--- src/common/fpt_pkg.sv ---
// Contract
// - four independent fan power and tach channels
// - per-fan duty zero to full on switch
// - power waveform runs at eighteen hertz
// - tach averaged over one eighth second window
// - fans measured in rotation, half second refresh
// - reported fan forced fully on at window start
// - force holds until glitch delay and two edges
// - stretched pulse never longer than one eighth second
// - speed derived from frequency and pulses per revolution
// - fail-safe forces full power after host silence
// - power-up loads full power or boot value
// - fans started one by one, half second after each nonzero-duty fan
// - report: index, cycles, ticks high then low
package fpt_pkg;
    localparam int         NFAN          = 4;
    localparam int         CLK_HZ        = 10_000_000;
    localparam int         PWM_HZ        = 18;
    localparam int         PWM_STEPS     = 100;
    localparam int         PWM_STEP_CYC  = CLK_HZ / (PWM_HZ * PWM_STEPS);
    localparam logic [6:0] DUTY_FULL     = 7'h64;
    localparam int         TICK_NS       = 4000;
    localparam int         TICK_CYC      = TICK_NS / (1_000_000_000 / CLK_HZ);
    localparam int         WINDOW_MS     = 125;
    localparam int         WINDOW_TICKS  = WINDOW_MS * (1_000_000 / TICK_NS);
    localparam int         STAGGER_MS    = 500;
    localparam int         STAGGER_TICKS = STAGGER_MS * (1_000_000 / TICK_NS);
    localparam int         RPM_NUM       = 60 * (1_000_000_000 / TICK_NS);

    typedef enum logic [1:0] {
        FPT_DV_IDLE = 2'b01,
        FPT_DV_RUN  = 2'b10
    } fpt_div_state_t;

    function automatic logic [6:0] fpt_clamp(input logic [6:0] v);
        return (v > DUTY_FULL) ? DUTY_FULL : v;
    endfunction : fpt_clamp

    function automatic logic [6:0] fpt_eff(input logic [6:0] duty, input logic trip, input logic en);
        return (trip && en) ? DUTY_FULL : duty;
    endfunction : fpt_eff
endpackage : fpt_pkg

--- src/common/fpt_meas_if.sv ---
`timescale 1ns/1ps
interface fpt_meas_if;
    logic        tick;
    logic        win_end;
    logic [1:0]  sel;
    logic [7:0]  ppr;
    logic        tach_edge;
    logic        res_valid;
    logic [1:0]  res_fan;
    logic [7:0]  res_cycles;
    logic [15:0] res_ticks;
    logic [31:0] res_rpm;
    modport ctrl (output win_end, sel, ppr,
                  input  tick, tach_edge, res_valid, res_fan, res_cycles, res_ticks, res_rpm);
    modport meas (input  win_end, sel, ppr,
                  output tick, tach_edge, res_valid, res_fan, res_cycles, res_ticks, res_rpm);
endinterface : fpt_meas_if

--- src/design/fpt_tach_meas.sv ---
`timescale 1ns/1ps
module fpt_tach_meas (
    input  wire logic       clock,
    input  wire logic       reset_n,
    input  wire logic [3:0] tach_in,
    fpt_meas_if.meas        m
);
    import fpt_pkg::*;

    logic [3:0]     s1_reg, s2_reg, s3_reg, lvl_reg;
    logic [5:0]     tdiv_reg;
    logic [15:0]    time_reg, first_reg, last_reg, rem_sub;
    logic [7:0]     edges_reg;
    logic           rise;
    fpt_div_state_t st_reg;
    logic [4:0]     cnt_reg;
    logic [23:0]    den_reg, rem_reg;
    logic [31:0]    quo_reg;
    logic [24:0]    trial;
    logic [7:0]     cyc;
    logic [15:0]    tks;
    logic [7:0]     edges_fin;
    logic [15:0]    first_fin, last_fin;

    // ****************************************
    // tach synchronisers and tick base
    // ****************************************
    always_ff @(posedge clock or negedge reset_n) begin
        if (!reset_n) begin
            // tach idles high through its pull-up, so no false edge after reset
            s1_reg  <= 4'hf;
            s2_reg  <= 4'hf;
            s3_reg  <= 4'hf;
            lvl_reg <= 4'hf;
        end else begin
            s1_reg <= tach_in;
            s2_reg <= s1_reg;
            s3_reg <= s2_reg;
            for (int i = 0; i < NFAN; i++) begin
                if (s2_reg[i] == s3_reg[i]) lvl_reg[i] <= s3_reg[i];
            end
        end
    end

    assign rise = (s2_reg[m.sel] == s3_reg[m.sel]) && s3_reg[m.sel] && !lvl_reg[m.sel];

    always_ff @(posedge clock or negedge reset_n) begin
        if (!reset_n) begin
            tdiv_reg <= 6'h00;
            m.tick   <= 1'b0;
        end else begin
            m.tick   <= (tdiv_reg == 6'(TICK_CYC - 1));
            tdiv_reg <= (tdiv_reg == 6'(TICK_CYC - 1)) ? 6'h00 : tdiv_reg + 6'h01;
        end
    end

    // ****************************************
    // edge capture in the window
    // ****************************************
    always_ff @(posedge clock or negedge reset_n) begin
        if (!reset_n) begin
            time_reg    <= 16'h0000;
            first_reg   <= 16'h0000;
            last_reg    <= 16'h0000;
            edges_reg   <= 8'h00;
            m.tach_edge <= 1'b0;
        end else if (m.win_end) begin
            time_reg    <= 16'h0000;
            edges_reg   <= 8'h00;
            m.tach_edge <= 1'b0;
        end else begin
            m.tach_edge <= rise;
            if (m.tick && time_reg != 16'hffff) time_reg <= time_reg + 16'h0001;
            if (rise) begin
                if (edges_reg == 8'h00) first_reg <= time_reg;
                last_reg <= time_reg;
                if (edges_reg != 8'hff) edges_reg <= edges_reg + 8'h01;
            end
        end
    end

    // ****************************************
    // rpm divider
    // ****************************************
    // a rise in the window-end cycle still belongs to the closing window
    assign edges_fin = (rise && edges_reg != 8'hff) ? edges_reg + 8'h01 : edges_reg;
    assign first_fin = (rise && edges_reg == 8'h00) ? time_reg : first_reg;
    assign last_fin  = rise ? time_reg : last_reg;
    assign cyc     = (edges_fin >= 8'h02) ? edges_fin - 8'h01 : 8'h00;
    assign rem_sub = last_fin - first_fin;
    assign tks     = (edges_fin >= 8'h02) ? rem_sub : 16'h0000;
    assign trial   = {rem_reg, quo_reg[31]};

    always_ff @(posedge clock or negedge reset_n) begin
        if (!reset_n) begin
            st_reg       <= FPT_DV_IDLE;
            cnt_reg      <= 5'h00;
            den_reg      <= 24'h000000;
            rem_reg      <= 24'h000000;
            quo_reg      <= 32'h00000000;
            m.res_valid  <= 1'b0;
            m.res_fan    <= 2'h0;
            m.res_cycles <= 8'h00;
            m.res_ticks  <= 16'h0000;
            m.res_rpm    <= 32'h00000000;
        end else begin
            m.res_valid <= 1'b0;
            unique case (st_reg)
                FPT_DV_IDLE: begin
                    if (m.win_end) begin
                        m.res_fan    <= m.sel;
                        m.res_cycles <= cyc;
                        m.res_ticks  <= tks;
                        den_reg      <= 24'(tks) * 24'(m.ppr);
                        quo_reg      <= 32'(cyc) * 32'(RPM_NUM);
                        rem_reg      <= 24'h000000;
                        cnt_reg      <= 5'h00;
                        if (cyc == 8'h00 || tks == 16'h0000 || m.ppr == 8'h00) begin
                            m.res_rpm   <= 32'h00000000;
                            m.res_valid <= 1'b1;
                        end else begin
                            st_reg <= FPT_DV_RUN;
                        end
                    end
                end
                FPT_DV_RUN: begin
                    if (trial >= {1'b0, den_reg}) begin
                        rem_reg <= 24'(trial - {1'b0, den_reg});
                        quo_reg <= {quo_reg[30:0], 1'b1};
                    end else begin
                        rem_reg <= trial[23:0];
                        quo_reg <= {quo_reg[30:0], 1'b0};
                    end
                    cnt_reg <= cnt_reg + 5'h01;
                    if (cnt_reg == 5'h1f) begin
                        m.res_rpm   <= {quo_reg[30:0], (trial >= {1'b0, den_reg})};
                        m.res_valid <= 1'b1;
                        st_reg      <= FPT_DV_IDLE;
                    end
                end
                default: st_reg <= FPT_DV_IDLE;
            endcase
        end
    end
endmodule : fpt_tach_meas

--- src/design/fpt_top.sv ---
`timescale 1ns/1ps
module fpt_top
    import fpt_pkg::*;
#(
    parameter int PWM_STEP_CYC_P  = fpt_pkg::PWM_STEP_CYC,
    parameter int WINDOW_TICKS_P  = fpt_pkg::WINDOW_TICKS,
    parameter int STAGGER_TICKS_P = fpt_pkg::STAGGER_TICKS
) (
    input  wire logic            clock,
    input  wire logic            reset_n,
    input  wire logic [3:0]      tach_in,
    input  wire logic            power_wr,
    input  wire logic [1:0]      power_wr_fan,
    input  wire logic [6:0]      power_wr_value,
    input  wire logic [3:0]      report_en,
    input  wire logic [3:0]      failsafe_en,
    input  wire logic [7:0]      failsafe_interval,
    input  wire logic [15:0]     glitch_delay,
    input  wire logic [7:0]      ppr,
    input  wire logic            boot_valid,
    input  wire logic [3:0][6:0] boot_power,
    output logic      [3:0]      fan_on,
    output logic      [3:0]      failsafe_active,
    output logic                 rpm_valid,
    output logic      [1:0]      rpm_fan,
    output logic      [31:0]     rpm_value,
    output logic      [7:0]      report_byte,
    output logic                 report_strobe,
    output logic                 report_first
);
    fpt_meas_if m_if();

    fpt_tach_meas u_meas (
        .clock   (clock),
        .reset_n (reset_n),
        .tach_in (tach_in),
        .m       (m_if.meas)
    );

    logic            init_done_reg;
    logic [3:0][6:0] duty_reg;
    logic [3:0][7:0] fs_cnt_reg;
    logic [3:0]      fs_trip_reg;
    logic [15:0]     sdiv_reg, win_cnt_reg, glit_cnt_reg;
    logic [6:0]      step_reg;
    logic            step_en, win_end_reg, force_reg;
    logic [1:0]      sel_reg, edge_cnt_reg;
    logic [3:0]      pwm_on, started_reg;
    logic [2:0]      stg_idx_reg, rep_left_reg;
    logic [16:0]     stg_cnt_reg;
    logic [31:0]     rep_sh_reg;

    assign m_if.win_end = win_end_reg;
    assign m_if.sel     = sel_reg;
    assign m_if.ppr     = ppr;

    // ****************************************
    // power settings and fail-safe
    // ****************************************
    always_ff @(posedge clock or negedge reset_n) begin
        if (!reset_n) begin
            init_done_reg <= 1'b0;
            duty_reg      <= '0;
        end else begin
            init_done_reg <= 1'b1;
            if (!init_done_reg) begin
                for (int i = 0; i < NFAN; i++) begin
                    duty_reg[i] <= boot_valid ? fpt_clamp(boot_power[i]) : DUTY_FULL;
                end
            end else if (power_wr) begin
                duty_reg[power_wr_fan] <= fpt_clamp(power_wr_value);
            end
        end
    end

    always_ff @(posedge clock or negedge reset_n) begin
        if (!reset_n) begin
            fs_cnt_reg      <= '0;
            fs_trip_reg     <= 4'h0;
            failsafe_active <= 4'h0;
        end else begin
            for (int i = 0; i < NFAN; i++) begin
                if (power_wr && power_wr_fan == 2'(i)) begin
                    fs_cnt_reg[i]  <= 8'h00;
                    fs_trip_reg[i] <= 1'b0;
                end else if (!failsafe_en[i]) begin
                    fs_cnt_reg[i]  <= 8'h00;
                    fs_trip_reg[i] <= 1'b0;
                end else if (win_end_reg && !fs_trip_reg[i]) begin
                    if (fs_cnt_reg[i] == failsafe_interval) fs_trip_reg[i] <= 1'b1;
                    else fs_cnt_reg[i] <= fs_cnt_reg[i] + 8'h01;
                end
            end
            failsafe_active <= fs_trip_reg & failsafe_en;
        end
    end

    // ****************************************
    // pwm at the switching rate
    // ****************************************
    assign step_en = (sdiv_reg == 16'(PWM_STEP_CYC_P - 1));

    always_ff @(posedge clock or negedge reset_n) begin
        if (!reset_n) begin
            sdiv_reg <= 16'h0000;
            step_reg <= 7'h00;
        end else begin
            sdiv_reg <= step_en ? 16'h0000 : sdiv_reg + 16'h0001;
            if (step_en) step_reg <= (step_reg == 7'(PWM_STEPS - 1)) ? 7'h00 : step_reg + 7'h01;
        end
    end

    always_comb begin
        for (int i = 0; i < NFAN; i++) begin
            pwm_on[i] = step_reg < fpt_eff(duty_reg[i], fs_trip_reg[i], failsafe_en[i]);
        end
    end

    // ****************************************
    // measurement rotation and on-time stretch
    // ****************************************
    always_ff @(posedge clock or negedge reset_n) begin
        if (!reset_n) begin
            win_cnt_reg <= 16'h0000;
            win_end_reg <= 1'b0;
            sel_reg     <= 2'h0;
        end else begin
            win_end_reg <= 1'b0;
            if (m_if.tick) begin
                if (win_cnt_reg == 16'(WINDOW_TICKS_P - 1)) begin
                    win_cnt_reg <= 16'h0000;
                    win_end_reg <= 1'b1;
                end else begin
                    win_cnt_reg <= win_cnt_reg + 16'h0001;
                end
            end
            if (win_end_reg) sel_reg <= sel_reg + 2'h1;
        end
    end

    always_ff @(posedge clock or negedge reset_n) begin
        if (!reset_n) begin
            force_reg    <= 1'b0;
            glit_cnt_reg <= 16'h0000;
            edge_cnt_reg <= 2'h0;
        end else if (win_end_reg) begin
            force_reg    <= report_en[sel_reg + 2'h1];
            glit_cnt_reg <= 16'h0000;
            edge_cnt_reg <= 2'h0;
        end else begin
            if (m_if.tick && glit_cnt_reg != 16'hffff) glit_cnt_reg <= glit_cnt_reg + 16'h0001;
            if (m_if.tach_edge && edge_cnt_reg != 2'h2) edge_cnt_reg <= edge_cnt_reg + 2'h1;
            if (glit_cnt_reg >= glitch_delay && edge_cnt_reg == 2'h2) force_reg <= 1'b0;
        end
    end

    // ****************************************
    // staggered start
    // ****************************************
    always_ff @(posedge clock or negedge reset_n) begin
        if (!reset_n) begin
            started_reg <= 4'h0;
            stg_idx_reg <= 3'h0;
            stg_cnt_reg <= 17'h00000;
        end else if (init_done_reg) begin
            if (stg_cnt_reg != 17'h00000) begin
                if (m_if.tick) stg_cnt_reg <= stg_cnt_reg - 17'h00001;
            end else if (stg_idx_reg < 3'h4) begin
                started_reg[stg_idx_reg[1:0]] <= 1'b1;
                stg_idx_reg <= stg_idx_reg + 3'h1;
                if (duty_reg[stg_idx_reg[1:0]] != 7'h00) stg_cnt_reg <= 17'(STAGGER_TICKS_P);
            end
        end
    end

    always_ff @(posedge clock or negedge reset_n) begin
        if (!reset_n) begin
            fan_on <= 4'h0;
        end else begin
            for (int i = 0; i < NFAN; i++) begin
                fan_on[i] <= started_reg[i] && (pwm_on[i] || (force_reg && sel_reg == 2'(i)));
            end
        end
    end

    // ****************************************
    // speed results and report bytes
    // ****************************************
    always_ff @(posedge clock or negedge reset_n) begin
        if (!reset_n) begin
            rpm_valid <= 1'b0;
            rpm_fan   <= 2'h0;
            rpm_value <= 32'h00000000;
        end else begin
            rpm_valid <= m_if.res_valid;
            if (m_if.res_valid) begin
                rpm_fan   <= m_if.res_fan;
                rpm_value <= m_if.res_rpm;
            end
        end
    end

    always_ff @(posedge clock or negedge reset_n) begin
        if (!reset_n) begin
            rep_sh_reg    <= 32'h00000000;
            rep_left_reg  <= 3'h0;
            report_byte   <= 8'h00;
            report_strobe <= 1'b0;
            report_first  <= 1'b0;
        end else if (rep_left_reg != 3'h0) begin
            report_byte   <= rep_sh_reg[31:24];
            report_strobe <= 1'b1;
            report_first  <= (rep_left_reg == 3'h4);
            rep_sh_reg    <= {rep_sh_reg[23:0], 8'h00};
            rep_left_reg  <= rep_left_reg - 3'h1;
        end else begin
            report_strobe <= 1'b0;
            report_first  <= 1'b0;
            if (m_if.res_valid && report_en[m_if.res_fan]) begin
                rep_sh_reg   <= {6'h00, m_if.res_fan, m_if.res_cycles, m_if.res_ticks};
                rep_left_reg <= 3'h4;
            end
        end
    end
endmodule : fpt_top

--- config.mk ---
export PLATFORM = sky130hd
export DESIGN_NAME = fpt_top
export DESIGN_NICKNAME = d
export VERILOG_FILES = /design/src/common/fpt_pkg.sv /design/src/common/fpt_meas_if.sv /design/src/design/fpt_tach_meas.sv /design/src/design/fpt_top.sv
export SDC_FILE = /design/constraint.sdc
export NUM_CORES = 1
export LEC_CHECK = 0
export ABC_AREA = 0
export BUFFER_PORTS_ARGS = -buffer_cell sky130_fd_sc_hd__buf_4
export CELL_PAD_IN_SITES_DETAIL_PLACEMENT = 0
export CELL_PAD_IN_SITES_GLOBAL_PLACEMENT = 1
export CORE_ASPECT_RATIO = 0.8
export CORE_MARGIN = 4
export CORE_UTILIZATION = 32
export CTS_CLUSTER_DIAMETER = 200
export CTS_CLUSTER_SIZE = 16
export DETAILED_ROUTE_END_ITERATION = 10
export PLACE_DENSITY_LB_ADDON = 0.1
export SLEW_MARGIN = 20
export SYNTH_ARGS = -nofsm -noshare
export SYNTH_HDL_FRONTEND = slang
export SYNTH_SLANG_ARGS = --single-unit
--- constraint.sdc ---
create_clock -name clock -period 20.4 [get_ports clock]
set_input_delay 3.06 -clock clock [delete_from_list [all_inputs] [get_ports clock]]
set_output_delay 3.06 -clock clock [all_outputs]
set_load 0.005 [all_outputs]
==> reports/qor_table.md <==
| Group | Result | This run |
|---|---|---|
| critical path | Largest fanout on the critical path | 24 |
| final layout | Filler cell count in the final layout | 9468 |
| sta | Final worst clock skew | 0.03092 ns |
| worst hold path | Path type of the worst min-delay path | reg -> reg |
| sta | Transition time at the pin with the least slew margin | 1.037 ns |
| sta | Highest clock rate | 113.8 MHz |
| critical path | Combined buffer and inverter count along the critical path | 3 |
| power | Logic gate share of total power | 55.0% |
| sta | Count of pins over their slew limit | 0 |
| logic synthesis | XOR/XNOR Fraction of Synth Area | 5.796% |
| critical path | Minimum setup slack among reg-to-reg paths | 11.61 ns |
| logic synthesis | Post-synthesis simple-gate area fraction | 16.40% |
| final layout | Final #Nets | 3609 |
| worst hold path | Hold depth | 0 |
| logic synthesis | Library cells used by synthesis | 90 |
| run status | Run status | complete, no violations |
| final layout | Area growth syn-to-layout | 11.21% |
| power | IR Drop Worst-Case VDD | 0.1734 mV |
| logic synthesis | Warnings from Yosys | 0 |
| floorplanning | Initial core utilization | 32.38% |
| sta | Final hold violation count | 0 |
| grt | Number of global-route vias before repair | 23070 |
| floorplanning | Height of the die | 282.9 um |
| sta | Setup violation total in the final timing report | 0 |
| logic synthesis | Post-synthesis cell type with the largest combined area | sky130_fd_sc_hd__dfrtp_1 |
| clock tree | Gates resized, CTS repair | 0 |
| clock tree | Number of buffers created by CTS | 34 |
| power | Cell area power density | 108.2 nW/um^2 |
| routing | # DRC | 0 |
| logic synthesis | Main combinational cell family by area after synthesis | adder cells |
| routing | Average wire per cell in the routed design | 18.22 um |
| routing | Wire length reported by the detailed router | 80.85 mm |
| routing | DRC marker count from the first detailed-route iteration | 1112 |
| critical path | R2r startpoint | u_meas.s2_reg[0]$_DFF_PN1_ |
| sta | Setup tns final | 0 ns |
| logic synthesis | Synth area leaders | sky130_fd_sc_hd__dfrtp_1 37%, sky130_fd_sc_hd__ha_1 9.2%, sky130_fd_sc_hd__fa_1 7.4% |
| logic synthesis | Synth top area share | 37.01% |
| grt | Global-route congestion overflow total | 0 |
| routing | Detailed Routing Iterations Pass 1 | 5 |
| logic synthesis | Netlist area before placement | 30220 sq um |
| clock tree | CTS hold repair buffers | 0 |
| power | Flop pwr share | 26.3% |
| worst hold path | Terminating pin of the worst hold path | u_meas.s2_reg[1]$_DFF_PN1_ |
| logic synthesis | Synthesized net count | 3525 |
| logic synthesis | Sequential fraction of the synthesis area | 38.49% |
| grt | Overall Global Routing Usage | 16.39% |
| clock tree | Root Buffer Master | sky130_fd_sc_hd__clkbuf_16 |
| power | Internal power | 2.088 mW |
| place | Placer's final routability congestion estimate | 0.8125 |
| critical path | Type of element capturing the critical path | flop |
| clock tree | Post-CTS Setup Bufs | 0 |
| logic synthesis | Fraction of registers with async set or reset after synthesis | 100.0% |
| critical path | Crit path max-delay family | adder cells |
| critical path | Worst path required time | 20.81 ns |
| clock tree | Clock tree from TritonCTS | yes |
| run | Max capacitance violation total | 0 |
| sta | Shortest clock period the worst path allows after layout | 8.790 ns |
| critical path | Length in cells of the worst reg-to-reg path | 30 |
| power | Clock power share | 18.7% |
| routing | Detail-routed via count per cell | 5.023 |
| floorplanning | Floorplan die area | 99460 sq um |
| grt | Antenna violations before repair | 3 |
| sta | Unrepaired setup endpoints after global routing | false |
| logic synthesis | Number of enable-type register cells in the synthesized netlist | 0 |
| clock tree | Number of clock sinks | 464 |
| floorplanning | Die W | 351.6 um |
| power | Switching power total | 1.550 mW |
| sta | Worst-case hold slack | 0.3571 ns |
| critical path | CP Launch Type | flop |
| logic synthesis | Predominant post-synthesis flop cell | sky130_fd_sc_hd__dfrtp_1 |
| clock tree | Clock transition at path regs | 0.08 ns |
| clock tree | Number of H-tree levels | 2 |
| logic synthesis | Post-synthesis share of cell area spent on full adders, half adders and majority gates | 16.67% |
| logic synthesis | Mean instance size in the synthesized netlist | 9.728 sq um |
| place | HPWL after detailed placement | 60.16 mm |
| grt | Wire length of the first global-routing pass | 131.1 mm |
| sta | Tightest slew margin relative to the limit | 30.88% |
| logic synthesis | Share of synthesized area spent on multiplexers | 6.301% |
| critical path | Signal arrival time at the worst endpoint | 9.20 ns |
| clock tree | Maximum buffer depth of the clock tree | 3 |
| critical path | Worst setup path category | reg -> reg |
| floorplanning | Number of placement rows | 100 |
| final layout | Proportion of layout cells with a drive suffix above 1 | 10.78% |
| floorplanning | Io pins | 138 |
| grt | Largest net degree at the start of global routing | 172 |
| power | Switching portion of total power | 42.61% |
| floorplanning | Core area | 93340 sq um |
| routing | Antenna violation net count after detailed routing | 0 |
| logic synthesis | Share of the synthesized area in compound gates (AO/OA/AOI/OAI) | 11.67% |
| critical path | Slowest cell on the critical path | sky130_fd_sc_hd__mux4_2 |
| clock tree | Clock latency on the worst-skew pair | 0.58 ns |
| sta | Portion of the clock cycle consumed by the worst path in the final layout | 43.09% |
| power | Leak Pwr | 17.02 nW |
| logic synthesis | Synthesized instance count | 3107 |
| logic synthesis | #FFs+latches synth | 464 |
| critical path | Critical path's most frequent cell | sky130_fd_sc_hd__fa_1 |
| worst hold path | Startpoint of the tightest hold check path | u_meas.s1_reg[1]$_DFF_PN1_ |
| critical path | Slowest cell delay on critical path | 0.71 ns |
| critical path | Reg-to-Reg End | u_meas.den_reg[22]$_DFFE_PN0P_ |
| routing | Detailed-route via count | 22290 |
| place | Count of buffers inserted at the top-level ports | 137 |
## layout make-up
class	count	area [sq um]	share of cell area, %
Multi-Input combinational cell	2273	17240	51.28
Sequential cell	464	11630	34.61
Tap cell	1224	1531	4.556
Timing Repair Buffer	165	1259	3.745
Clock buffer	56	997.2	2.967
Inverter	253	949.7	2.825
Antenna cell	2	5.005	0.01489
## Yosys cell counts (31+ instances only)
library cell,instances
sky130_fd_sc_hd__and3_1,97
sky130_fd_sc_hd__dfrtp_1,447
sky130_fd_sc_hd__ha_1,222
sky130_fd_sc_hd__mux2i_1,80
sky130_fd_sc_hd__xnor2_1,108
sky130_fd_sc_hd__a22o_1,34
sky130_fd_sc_hd__nand3_1,68
sky130_fd_sc_hd__xor2_1,92
sky130_fd_sc_hd__and2_1,72
sky130_fd_sc_hd__nand4_1,34
sky130_fd_sc_hd__nand2_1,301
sky130_fd_sc_hd__o21ai_0,150
sky130_fd_sc_hd__nor3_1,36
sky130_fd_sc_hd__inv_1,251
sky130_fd_sc_hd__a21oi_1,141
sky130_fd_sc_hd__fa_1,111
sky130_fd_sc_hd__nor2_1,247
sky130_fd_sc_hd__o22ai_1,31
sky130_fd_sc_hd__clkbuf_1,94
sky130_fd_sc_hd__mux2_2,90
sky130_fd_sc_hd__a21o_1,38
## power groups by stage
stage	combinational, mW	clock (mW)	sequential (mW)
after floorplan	1.47	0	0.966
after global placement	2.01	0	0.975
after detailed placement	2.00	0	0.976
after CTS	2.03	0.717	0.958
after global routing	2.30	0.747	0.961
final	2.00	0.679	0.958
## cells by family (layout without fill, tap and decap cells)
kind of cell             Yosys count  after routing
adder cells (fa/ha/maj)          337            337
flip-flops                       464            464
AO/OA/AOI/OAI                    551            551
XOR/XNOR                         200            200
multiplexers                     174            174
AND/OR/NAND/NOR                 1010           1010
other                              1              3
buffers and inverters            370            474
## worst reg2reg max path, delay by kind of cell (launching register included)
family / cells / cell delay (ns)
AO/OA/AOI/OAI: 10 / 2.28
XOR/XNOR: 1 / 0.19
adder cells (fa/ha/maj): 6 / 2.64
buffers and inverters: 3 / 0.37
flip-flops: 1 / 0.56
multiplexers: 2 / 1.04
AND/OR/NAND/NOR: 8 / 1.56
## per-layer routing
metal,routed length [um],track usage [%],up-vias
li1,-,-,10850
met1,41150,23.87,11110
met2,35820,26.04,252
met3,2326,2.155,74
met4,1544,3.659,0
met5,0,0,-
## how the worst max path moves through the flow
stage	cells after the start	endpoint	start	slack, ns
floorplan	32	u_meas.den_reg[22]$_DFFE_PN0P_	u_meas.s2_reg[1]$_DFF_PN1_	11.91
global placement	30	u_meas.den_reg[22]$_DFFE_PN0P_	u_meas.s2_reg[1]$_DFF_PN1_	11.65
detailed placement	30	u_meas.den_reg[22]$_DFFE_PN0P_	u_meas.s2_reg[1]$_DFF_PN1_	11.56
CTS	30	u_meas.den_reg[22]$_DFFE_PN0P_	u_meas.s2_reg[1]$_DFF_PN1_	11.53
global route	30	u_meas.den_reg[22]$_DFFE_PN0P_	u_meas.s2_reg[1]$_DFF_PN1_	10.92
finish	30	u_meas.den_reg[22]$_DFFE_PN0P_	u_meas.s2_reg[0]$_DFF_PN1_	11.61
## metrics by stage
stage          instance area, sq um  total power, mW  instances  setup slack [ns]  util, %
4_1_cts                       33610            3.701       4435             11.53    36.01
6_report                      33610            3.638       4437             11.61    36.01
3_3_place_gp                  32610            2.980       4379             11.65    34.94
3_5_place_dp                  32610            2.975       4379             11.56    34.94
5_1_grt                       33610            4.007       4437             10.92    36.01
2_1_floorplan                 30220            2.440       3107             11.91        -
## cells in the final DEF (no fill, tap or decap), types with 16 or more instances in the layout
master / synthesis / layout
sky130_fd_sc_hd__a21o_1: 38 / 38
sky130_fd_sc_hd__a21oi_1: 141 / 141
sky130_fd_sc_hd__a22o_1: 34 / 34
sky130_fd_sc_hd__a22oi_1: 18 / 18
sky130_fd_sc_hd__and2_1: 72 / 72
sky130_fd_sc_hd__and3_1: 97 / 97
sky130_fd_sc_hd__buf_4: 0 / 163
sky130_fd_sc_hd__clkbuf_1: 94 / 19
sky130_fd_sc_hd__clkbuf_16: 0 / 37
sky130_fd_sc_hd__dfrtp_1: 447 / 446
sky130_fd_sc_hd__dfstp_2: 17 / 17
sky130_fd_sc_hd__fa_1: 111 / 111
sky130_fd_sc_hd__ha_1: 222 / 221
sky130_fd_sc_hd__inv_1: 251 / 251
sky130_fd_sc_hd__mux2_2: 90 / 90
sky130_fd_sc_hd__mux2i_1: 80 / 80
sky130_fd_sc_hd__nand2_1: 301 / 299
sky130_fd_sc_hd__nand2b_1: 20 / 20
sky130_fd_sc_hd__nand3_1: 68 / 68
sky130_fd_sc_hd__nand4_1: 34 / 34
sky130_fd_sc_hd__nor2_1: 247 / 246
sky130_fd_sc_hd__nor2b_1: 30 / 30
sky130_fd_sc_hd__nor3_1: 36 / 35
sky130_fd_sc_hd__nor4_1: 17 / 17
sky130_fd_sc_hd__o21a_1: 16 / 16
sky130_fd_sc_hd__o21ai_0: 150 / 149
sky130_fd_sc_hd__o22ai_1: 31 / 31
sky130_fd_sc_hd__or3_1: 19 / 19
sky130_fd_sc_hd__xnor2_1: 108 / 108
sky130_fd_sc_hd__xor2_1: 92 / 92
Power figures use the tool's default switching activity.
